`config.mk`:
```
export PLATFORM = sky130hd
export DESIGN_NAME = mbf_frame_filter
export DESIGN_NICKNAME = d
export VERILOG_FILES = /design/src/inc/mbf_pkg.sv /design/src/hw/mbf_crc16.sv /design/src/hw/mbf_fifo.sv /design/src/hw/mbf_frame_filter.sv
export SDC_FILE = /design/constraint.sdc
export NUM_CORES = 2
export LEC_CHECK = 0
export BUFFER_PORTS_ARGS = -buffer_cell sky130_fd_sc_hd__buf_2
export CORE_ASPECT_RATIO = 0.6
export CORE_MARGIN = 2
export CORE_UTILIZATION = 50
export DETAILED_ROUTE_END_ITERATION = 6
export GPL_TIMING_DRIVEN = 0
export PLACE_DENSITY = 0.65
export REMOVE_ABC_BUFFERS = 1
export SYNTH_ARGS = -nofsm -noshare
export SYNTH_HDL_FRONTEND = slang
export SYNTH_SLANG_ARGS = --single-unit
```
`constraint.sdc`:
```
create_clock -name clk -period 3.82 [get_ports clk]
set_input_delay 0.573 -clock clk [delete_from_list [all_inputs] [get_ports clk]]
set_output_delay 0.573 -clock clk [all_outputs]
set_load 0.03 [all_outputs]
```
`src/inc/mbf_pkg.sv`:
```
// Constants, types and reset values shared by the frame filter and its helpers.
package mbf_pkg;

  // ----------------------------------------------------------------------
  // Character and frame sizes
  // ----------------------------------------------------------------------
  localparam int DATA_W = 8;
  localparam int LEN_W = 9;
  localparam int MAX_FRAME = 256;
  localparam logic [LEN_W-1:0] LEN_MAX = 9'h100;
  localparam logic [LEN_W-1:0] LEN_MIN = 9'h004;
  localparam logic [LEN_W-1:0] LEN_FIXED = 9'h008;
  localparam logic [LEN_W-1:0] LEN_WRITE_HDR = 9'h009;
  localparam logic [LEN_W-1:0] LEN_CRC_TAIL = 9'h003;

  // ----------------------------------------------------------------------
  // Timing counts, in bit times of the serial link
  // ----------------------------------------------------------------------
  localparam logic [5:0] GAP_MAX_BITS = 6'h18;
  localparam logic [5:0] SILENT_BITS = 6'h27;
  localparam logic [5:0] TEST_TIMEOUT_BITS = 6'h30;

  // ----------------------------------------------------------------------
  // Check sequence
  // ----------------------------------------------------------------------
  localparam logic [15:0] CRC_INIT = 16'hFFFF;
  localparam logic [15:0] CRC_POLY = 16'hA001;
  localparam logic [15:0] CRC_GOOD = 16'h0000;

  // ----------------------------------------------------------------------
  // Addresses, function codes, settings
  // ----------------------------------------------------------------------
  localparam logic [7:0] BROADCAST_ADDR = 8'h00;
  localparam logic [7:0] FN_READ_REGS = 8'h03;
  localparam logic [7:0] FN_LOOPBACK = 8'h08;
  localparam logic [7:0] FN_WRITE_MULTI = 8'h10;
  localparam logic [7:0] EXC_BAD_FUNCTION = 8'h01;
  localparam logic [7:0] SELF_TEST_SELECT = 8'h43;
  localparam logic [7:0] TEST_SEED = 8'hA5;

  // ----------------------------------------------------------------------
  // Output buffer
  // ----------------------------------------------------------------------
  localparam int FIFO_WIDTH = 10;
  localparam int FIFO_DEPTH = 4;

  // ----------------------------------------------------------------------
  // State and reason encodings
  // ----------------------------------------------------------------------
  typedef enum logic [2:0] {
    ST_SYNC = 3'h0,
    ST_IDLE = 3'h1,
    ST_RECV = 3'h3,
    ST_CHECK = 3'h2,
    ST_EMIT = 3'h6,
    ST_DROP = 3'h4
  } mbf_state_type;

  typedef enum logic [2:0] {
    DR_NONE = 3'h0,
    DR_LINE = 3'h1,
    DR_CRC = 3'h2,
    DR_ADDR = 3'h3,
    DR_GAP = 3'h4,
    DR_LEN = 3'h5,
    DR_BCAST = 3'h6,
    DR_BUSY = 3'h7
  } mbf_reason_type;

  typedef struct packed {
    mbf_state_type state;
    logic [5:0] gap;
    logic [LEN_W-1:0] len;
    logic [15:0] crc;
    logic [LEN_W-1:0] emit_idx;
    logic bcast;
    logic lost;
    logic drop_pulse;
    mbf_reason_type drop_reason;
    logic exc_valid;
    logic [7:0] exc_code;
    logic [7:0] exc_func;
    logic st_mode;
    logic st_wait;
    logic [7:0] st_pat;
    logic [5:0] st_timer;
    logic st_pass;
    logic st_fault;
    logic tx_valid;
    logic [7:0] tx_data;
  } mbf_filter_state_type;

  localparam mbf_filter_state_type FILTER_RESET = '{
    state: ST_SYNC, drop_reason: DR_NONE, crc: CRC_INIT, default: '0
  };

endpackage

```
`src/hw/mbf_crc16.sv`:
```
// One-byte step of the reflected 16-bit frame check sequence.
`timescale 1ns/1ps
`default_nettype none
module mbf_crc16
  import mbf_pkg::*;
(
  // Running value and new byte
  input wire logic [15:0] crc_in,
  input wire logic [7:0] data,
  // Updated value
  output logic [15:0] crc_out
);

  // ----------------------------------------------------------------------
  // Bitwise update, least significant bit first
  // ----------------------------------------------------------------------

  // Eight shift steps, purely combinational.
  always_comb begin
    logic [15:0] c;
    c = crc_in ^ {8'h00, data};
    for (int i = 0; i < 8; i++) begin
      if (c[0]) begin
        c = (c >> 1) ^ CRC_POLY;
      end else begin
        c = c >> 1;
      end
    end
    crc_out = c;
  end

endmodule
`default_nettype wire

```
`src/hw/mbf_fifo.sv`:
```
// Small first-in first-out buffer with valid and ready on both sides.
`timescale 1ns/1ps
`default_nettype none
module mbf_fifo
  import mbf_pkg::*;
#(
  parameter int WIDTH = FIFO_WIDTH,
  parameter int DEPTH = FIFO_DEPTH
) (
  // Clock, reset, enable
  input wire logic clk,
  input wire logic rstn,
  input wire logic ce,
  // Filling side
  input wire logic in_valid,
  input wire logic [WIDTH-1:0] in_data,
  output logic in_ready,
  // Draining side
  output logic out_valid,
  output logic [WIDTH-1:0] out_data,
  input wire logic out_ready
);

  localparam int PW = $clog2(DEPTH);

  typedef struct packed {
    logic [PW:0] wr;
    logic [PW:0] rd;
  } mbf_fifo_state_type;

  mbf_fifo_state_type r;
  mbf_fifo_state_type n;
  logic [WIDTH-1:0] mem [DEPTH];
  logic push;
  logic pop;

  // ----------------------------------------------------------------------
  // Flags and pointers
  // ----------------------------------------------------------------------

  // Full when pointers differ only in the wrap bit.
  always_comb begin
    in_ready = !((r.wr[PW] != r.rd[PW]) && (r.wr[PW-1:0] == r.rd[PW-1:0]));
    out_valid = (r.wr != r.rd);
    out_data = mem[r.rd[PW-1:0]];
    push = in_valid && in_ready;
    pop = out_valid && out_ready;
    n = r;
    if (push) begin
      n.wr = r.wr + 1'b1;
    end
    if (pop) begin
      n.rd = r.rd + 1'b1;
    end
  end

  // Pointers and storage freeze while the enable is low.
  always_ff @(posedge clk) begin
    if (!rstn) begin
      r <= '0;
    end else if (ce) begin
      r <= n;
      if (push) begin
        mem[r.wr[PW-1:0]] <= in_data;
      end
    end
  end

endmodule
`default_nettype wire

```
`src/hw/mbf_frame_filter.sv`:
```
// Receive-side acceptance filter for serial slave command frames.
//
// Behaviour
// - A frame with an overrun, framing, parity or check-sequence error is discarded with no reply.
// - A frame whose address is neither broadcast nor the node address setting is ignored with no reply.
// - A frame is dropped when the idle gap between two characters exceeds 24 bit times.
// - A frame whose data length does not suit its function is discarded entirely.
// - A broadcast frame (address 00H) has its write carried out but is marked so that no reply is sent.
// - Setting the input six function select to 67 places the serial interface in loopback self-test mode.
// - In self-test mode a pass flag shows while looped bytes return intact, and a fault flag once a test fails.
// - A frame for this node with a function other than 03H, 08H or 10H raises exception code 01H.
`timescale 1ns/1ps
`default_nettype none
module mbf_frame_filter
  import mbf_pkg::*;
(
  // Clock, reset, enable
  input wire logic clk,
  input wire logic rstn,
  input wire logic ce,
  // Settings
  input wire logic [7:0] node_address_setting,
  input wire logic [7:0] input_six_function_select,
  // Character receiver
  input wire logic bit_tick,
  input wire logic rx_valid,
  input wire logic [7:0] rx_data,
  input wire logic rx_overrun_err,
  input wire logic rx_framing_err,
  input wire logic rx_parity_err,
  // Accepted frame stream
  output logic out_valid,
  output logic [7:0] out_data,
  output logic out_last,
  output logic out_broadcast,
  input wire logic out_ready,
  // Discard and exception events
  output logic drop_pulse,
  output logic [2:0] drop_reason,
  output logic exc_valid,
  output logic [7:0] exc_code,
  output logic [7:0] exc_func,
  // Self-test
  output logic self_test_mode,
  output logic test_pass,
  output logic test_comm_error,
  output logic test_tx_valid,
  output logic [7:0] test_tx_data,
  input wire logic test_tx_ready
);

  mbf_filter_state_type r;
  mbf_filter_state_type n;
  logic [7:0] frame_mem [MAX_FRAME];
  logic wr_en;
  logic line_err;
  logic [15:0] crc_seed;
  logic [15:0] crc_step;
  logic fifo_in_valid;
  logic fifo_in_ready;
  logic [FIFO_WIDTH-1:0] fifo_in_data;
  logic [FIFO_WIDTH-1:0] fifo_out_data;
  logic drop_now;
  mbf_reason_type drop_why;
  logic [7:0] addr;
  logic [7:0] func;
  logic [15:0] qty;
  logic [7:0] byte_cnt;
  logic is_bcast;

  // ----------------------------------------------------------------------
  // Helpers
  // ----------------------------------------------------------------------

  // Only the three supported operations are known.
  function automatic logic known_function(input logic [7:0] fn);
    return (fn == FN_READ_REGS) || (fn == FN_LOOPBACK) || (fn == FN_WRITE_MULTI);
  endfunction

  // Length check per operation; a write must carry exactly twice its word count in bytes.
  function automatic logic length_valid(input logic [7:0] fn, input logic [LEN_W-1:0] len,
                                        input logic [15:0] q, input logic [7:0] bc);
    logic ok;
    ok = 1'b0;
    if (fn == FN_WRITE_MULTI) begin
      ok = (len >= LEN_WRITE_HDR) && (q != 16'h0000) && ({8'h00, bc} == {q[14:0], 1'b0}) &&
           (q[15] == 1'b0) && (len == LEN_WRITE_HDR + {1'b0, bc});
    end else begin
      ok = (len == LEN_FIXED);
    end
    return ok;
  endfunction

  // ----------------------------------------------------------------------
  // Check sequence and output buffer
  // ----------------------------------------------------------------------

  assign line_err = rx_overrun_err || rx_framing_err || rx_parity_err;
  assign crc_seed = (r.state == ST_IDLE) ? CRC_INIT : r.crc;

  mbf_crc16 u_crc (
    .crc_in(crc_seed),
    .data(rx_data),
    .crc_out(crc_step)
  );

  // Back-pressure from the consumer stalls the emission state below.
  mbf_fifo #(
    .WIDTH(FIFO_WIDTH),
    .DEPTH(FIFO_DEPTH)
  ) u_fifo (
    .clk(clk),
    .rstn(rstn),
    .ce(ce),
    .in_valid(fifo_in_valid),
    .in_data(fifo_in_data),
    .in_ready(fifo_in_ready),
    .out_valid(out_valid),
    .out_data(fifo_out_data),
    .out_ready(out_ready)
  );

  assign out_data = fifo_out_data[7:0];
  assign out_last = fifo_out_data[8];
  assign out_broadcast = fifo_out_data[9];

  // ----------------------------------------------------------------------
  // Frame fields
  // ----------------------------------------------------------------------

  // Fields beyond the received length hold stale bytes; the checks guard every use.
  always_comb begin
    addr = frame_mem[0];
    func = frame_mem[1];
    qty = {frame_mem[4], frame_mem[5]};
    byte_cnt = frame_mem[6];
    is_bcast = (addr == BROADCAST_ADDR);
  end

  // ----------------------------------------------------------------------
  // Next-state logic
  // ----------------------------------------------------------------------

  // One pass fills the whole next state; the frame path rests while self-test runs.
  always_comb begin
    n = r;
    wr_en = 1'b0;
    fifo_in_valid = 1'b0;
    fifo_in_data = '0;
    drop_now = 1'b0;
    drop_why = DR_NONE;
    n.drop_pulse = 1'b0;
    n.exc_valid = 1'b0;

    // Idle time since the last character, saturating at the silent interval.
    if (rx_valid) begin
      n.gap = 6'h00;
    end else if (bit_tick && (r.gap != SILENT_BITS)) begin
      n.gap = r.gap + 6'h01;
    end

    n.st_mode = (input_six_function_select == SELF_TEST_SELECT);

    if (!r.st_mode) begin
      unique case (r.state)
        ST_SYNC, ST_DROP: begin
          // A character inside the silence restarts the wait.
          if (!rx_valid && (r.gap == SILENT_BITS)) begin
            n.state = ST_IDLE;
          end
        end
        ST_IDLE: begin
          if (rx_valid) begin
            if (line_err) begin
              drop_now = 1'b1;
              drop_why = DR_LINE;
            end else begin
              wr_en = 1'b1;
              n.crc = crc_step;
              n.len = 9'h001;
              n.state = ST_RECV;
            end
          end
        end
        ST_RECV: begin
          if (rx_valid) begin
            if (line_err) begin
              drop_now = 1'b1;
              drop_why = DR_LINE;
            end else if (r.gap > GAP_MAX_BITS) begin
              drop_now = 1'b1;
              drop_why = DR_GAP;
            end else if (r.len == LEN_MAX) begin
              drop_now = 1'b1;
              drop_why = DR_LEN;
            end else begin
              wr_en = 1'b1;
              n.crc = crc_step;
              n.len = r.len + 9'h001;
            end
          end else if (r.gap == SILENT_BITS) begin
            n.state = ST_CHECK;
          end
        end
        ST_CHECK: begin
          if (rx_valid) begin
            n.lost = 1'b1;
          end
          if (r.len < LEN_MIN) begin
            drop_now = 1'b1;
            drop_why = DR_LEN;
          end else if (r.crc != CRC_GOOD) begin
            drop_now = 1'b1;
            drop_why = DR_CRC;
          end else if (!is_bcast && (addr != node_address_setting)) begin
            drop_now = 1'b1;
            drop_why = DR_ADDR;
          end else if (!known_function(func)) begin
            if (is_bcast) begin
              drop_now = 1'b1;
              drop_why = DR_BCAST;
            end else begin
              n.exc_valid = 1'b1;
              n.exc_code = EXC_BAD_FUNCTION;
              n.exc_func = func;
              n.state = ST_IDLE;
            end
          end else if (!length_valid(func, r.len, qty, byte_cnt)) begin
            drop_now = 1'b1;
            drop_why = DR_LEN;
          end else if (is_bcast && (func != FN_WRITE_MULTI)) begin
            drop_now = 1'b1;
            drop_why = DR_BCAST;
          end else begin
            n.bcast = is_bcast;
            n.emit_idx = 9'h000;
            n.state = ST_EMIT;
          end
          if (!drop_now && (n.state == ST_IDLE) && (r.lost || rx_valid)) begin
            drop_now = 1'b1;
            drop_why = DR_BUSY;
          end
        end
        ST_EMIT: begin
          // The two check bytes stay behind; the consumer sees address to last data byte.
          if (rx_valid) begin
            n.lost = 1'b1;
          end
          fifo_in_valid = 1'b1;
          fifo_in_data = {r.bcast, (r.emit_idx == r.len - LEN_CRC_TAIL), frame_mem[r.emit_idx[7:0]]};
          if (fifo_in_ready) begin
            n.emit_idx = r.emit_idx + 9'h001;
            if (r.emit_idx == r.len - LEN_CRC_TAIL) begin
              if (r.lost || rx_valid) begin
                drop_now = 1'b1;
                drop_why = DR_BUSY;
              end else begin
                n.state = ST_IDLE;
              end
            end
          end
        end
        default: begin
          n.state = ST_SYNC;
        end
      endcase
    end else begin
      n.state = ST_SYNC;
      n.lost = 1'b0;
    end

    // A discard reports once and resynchronises on the next silence.
    if (drop_now) begin
      n.state = ST_DROP;
      n.lost = 1'b0;
      n.drop_pulse = 1'b1;
      n.exc_valid = 1'b0;
      n.drop_reason = drop_why;
    end

    // Self-test: send a counting pattern, expect it back intact within the timeout.
    if (n.st_mode && !r.st_mode) begin
      n.st_pat = TEST_SEED;
      n.st_wait = 1'b0;
      n.st_timer = 6'h00;
      n.st_pass = 1'b0;
      n.st_fault = 1'b0;
      n.tx_valid = 1'b0;
    end else if (!n.st_mode) begin
      n.st_wait = 1'b0;
      n.st_pass = 1'b0;
      n.st_fault = 1'b0;
      n.tx_valid = 1'b0;
    end else if (!r.st_wait) begin
      if (r.tx_valid && test_tx_ready) begin
        n.tx_valid = 1'b0;
        n.st_wait = 1'b1;
        n.st_timer = 6'h00;
      end else if (!r.tx_valid) begin
        n.tx_valid = 1'b1;
        n.tx_data = r.st_pat;
      end
    end else if (rx_valid) begin
      n.st_wait = 1'b0;
      n.st_pat = r.st_pat + 8'h01;
      if (line_err || (rx_data != r.st_pat)) begin
        n.st_fault = 1'b1;
        n.st_pass = 1'b0;
      end else if (!r.st_fault) begin
        n.st_pass = 1'b1;
      end
    end else if (bit_tick) begin
      n.st_timer = r.st_timer + 6'h01;
      if (r.st_timer == TEST_TIMEOUT_BITS) begin
        n.st_wait = 1'b0;
        n.st_fault = 1'b1;
        n.st_pass = 1'b0;
      end
    end
  end

  // ----------------------------------------------------------------------
  // Registers
  // ----------------------------------------------------------------------

  // Whole state freezes while the enable is low.
  always_ff @(posedge clk) begin
    if (!rstn) begin
      r <= FILTER_RESET;
    end else if (ce) begin
      r <= n;
    end
  end

  // Frame store written at the running length; a frame start lands at zero.
  always_ff @(posedge clk) begin
    if (ce && wr_en) begin
      frame_mem[(r.state == ST_IDLE) ? 8'h00 : r.len[7:0]] <= rx_data;
    end
  end

  // ----------------------------------------------------------------------
  // Outputs
  // ----------------------------------------------------------------------

  assign drop_pulse = r.drop_pulse;
  assign drop_reason = r.drop_reason;
  assign exc_valid = r.exc_valid;
  assign exc_code = r.exc_code;
  assign exc_func = r.exc_func;
  assign self_test_mode = r.st_mode;
  assign test_pass = r.st_pass;
  assign test_comm_error = r.st_fault;
  assign test_tx_valid = r.tx_valid;
  assign test_tx_data = r.tx_data;

endmodule
`default_nettype wire

```
==> metrics.txt <==
status complete, but fails checks; failing checks setup timing; Setup crit end kind flop; Total Wirelength around 220 mm; Ports about 80; Synth Flop Type edfxtp_1; post-synthesis register bit count ~2200; post-synthesis async set-or-reset flop share 0%; worst skew pair latency between 800 and 900 ps; Area Growth Syn to Fin 17.0%; Crit path max-delay family simple AND/OR/NAND/NOR gates; fin. max-slew vios 0; count of cell types in the netlist 76; CTS tree yes; Yosys Warn Count 0; hold_buf cts 0; post-DR wirelength/cell 32.0 um; first-pass GRT wire length between 300 and 400 mm; total congestion overflow 0; core footprint ~0.17 mm2; WP data required 4250 ps; WP buf/inv 2; Die Ht 326 um; WHS about 130 ps; layout cells sized above 1 between 30% and 40%; Post-synth EDFFs between 2000 and 2500; Final Hold Violating Endpoints 0; die width 541 um; Synth Instances 4135; RSZ-0062 raised after global routing true; setup ws final -138 ps; DRC 0; H-tree depth 4; worst min-delay path category in -> reg; Lkg Pwr 30.2 nW; sequential area share after synthesis 74.9%; maximum VDD drop 0.423 mV; top cell type's share of synthesized area slightly above 70%; Total Die Area approximately 0.18 mm2; Worst Tran Pin Value between 1000 and 1500 ps; Vias ~43000; vias in the first global route about 42000; max_cap viols 0; setup TNS -1660 ps; Synth area leaders edfxtp_1, mux4_2, dfxtp_1; Gate power share between 1.5 and 2%; DP HPWL approximately 130 mm; routability cong. about 0.80; Filler Cells Inserted around 12000; synth cell count leaders edfxtp_1, mux4_2, nor2_1; IO buf count 70; Seq pwr share 57.1%; fin crit period roughly 4000 ps; Sw Ratio between 10% and 20%; cells along the critical path nor3b_4 -> buf_8 -> nor3_1 -> nand3_4 -> buf_12 -> nor2_1; dominant cell type by area after synthesis edfxtp_1; DRT iter0 DRCs about 6000; kind of critical path reg -> reg; DR vias/cell 6.40; clk_skew about 49 ps; area of the mapped netlist roughly 0.086 mm2; max frequency 253 MHz; Slowest cell on crit path nor3_1; relative slew slack between 4 and 5%; CP max stage delay 820 ps; CTS buffer count 194; largest net degree at the start of global routing 146; final setup violating endpoints 20; most common cell in the netlist edfxtp_1; part of the power in the clock network approximately 40%; ANT cells 0; Longest Clk Path Bufs 4; power density cells 455 mW/mm2; Arrival @ worst endpoint around 4400 ps; clock transition at the registers of the reported paths 70 ps; Num Clock Sinks 2190; peak fanout along the critical path 20; antenna violations before repair 5; Net Sw Power 0.00917 W; Critical Path Start Type flop; Root Driver clkbuf_16; Internal ~0.037 W; Total GRT Usage 24.3%; initial core utilization between 50 and 60%; drt first pass iters 6; Period Utilization, post-route 104%; Avg Cell Area, Syn 20.9 um2; Rows between 100 and 150; Final ANT Viol Nets 0; fin nets 4409
-- sequential cells by signal (all words and copies together) (netlist names), named ones only --
signal,flops
exc_valid,1
u_fifo.mem,40
test_tx_valid,1
drop_reason,3
test_pass,1
test_comm_error,1
drop_pulse,1
exc_code,1
r,60
exc_func,8
u_fifo.r,6
test_tx_data,8
self_test_mode,1
frame_mem,2048
-- metrics by stage --
step / util, % / cells / power (W) / cell area (um2) / setup slack, ps
after floorplan: - / 3876 / 0.0271 / 85200 / -19630
after global placement: 51.4 / 6226 / 0.0276 / 88500 / -30190
after detailed placement: 52.5 / 6290 / 0.0276 / 90200 / -2820
after CTS: 57.7 / 6682 / 0.0463 / 99200 / -203
after global routing: 58.8 / 6781 / 0.0473 / 101000 / -226
final: 58.8 / 6781 / 0.0460 / 101000 / -138
-- cell usage in the layout (no fill, tap or decap), drive strengths merged, types with 15 or more instances in the layout --
cell	count
nor2	356
o21ai	28
xor2	44
bufinv	16
xnor2	57
clkinv	86
a22oi	66
a211oi	19
buf	260
nand2	118
mux4	650
nor4	22
a21oi	56
bufbuf	17
mux2i	21
ha	15
nand4	18
inv	28
clkbuf	236
edfxtp	2088
dfxtp	102
nor3	30
nand3	31
-- metal layers --
layer / wire length [um] / track usage, % / up-vias
met5: 17 / 0 / -
li1: - / - / 17600
met1: 92600 / 39.0 / 23100
met2: 94200 / 34.0 / 2406
met3: 25700 / 5.87 / 295
met4: 4240 / 4.56 / 2
-- final cells by class --
cell class / count / area, um2 / area share (%)
tap: 2280 / 2850 / 2.82
multi-input combinational: 1661 / 22800 / 22.5
inverter: 26 / 97.6 / 0.0965
clock buffer: 226 / 5020 / 4.96
sequential: 2190 / 64800 / 64.1
timing repair buffer: 287 / 4660 / 4.61
clock inverter: 111 / 932 / 0.922
-- what timing repair did --
item                                     CTS  global route
setup buffers                             30            89
endpoints found under the setup margin  2088          2008
pin swaps                                 41            71
cloned                                    25            11
resized for setup                        517            86
-- power groups by stage --
| stage | logic (W) | registers, W | clock network, W |
|---|---|---|---|
| global placement | 0.000698 | 0.0269 | 0 |
| CTS | 0.000774 | 0.0263 | 0.0192 |
| finish | 0.000771 | 0.0263 | 0.0190 |
| global route | 0.000834 | 0.0263 | 0.0202 |
| detailed placement | 0.000767 | 0.0268 | 0 |
| floorplan | 0.000221 | 0.0268 | 0 |
-- path summary, 6_finish.rpt --
check / startpoint / endpoint / slack (ps) / cells past startpoint
max: r[91] / frame_mem[14][6] / -140 / 6
min: test_tx_ready / r[25] / 130 / 3
max reg2reg: r[91] / frame_mem[14][6] / -140 / 6
min reg2reg: exc_code[0] / exc_code[0] / 450 / 2
-- worst reg2reg max path: stages (launching register included) --
cell	delay (ps)
dfxtp_1	710
nor3b_4	160
buf_8	210
nor3_1	840
nand3_4	580
buf_12	400
nor2_1	670
-- kinds of logic (layout without fill, tap and decap cells) --
kind of cell | count (synthesis) | after routing | share of synthesized area [%]
xor gates and xnor gates | 102 | 102 | 1.05
muxes | 671 | 671 | 17.2
AOI/OAI and AO/OA | 225 | 225 | 1.83
DFF | 2190 | 2190 | 74.9
buffers and inverters | 291 | 650 | 1.47
other | 1 | 7 | 0.00434
adders and majority gates | 15 | 15 | 0.217
and+or+nand+nor | 640 | 641 | 3.31
(Power assumes the default switching activity.)
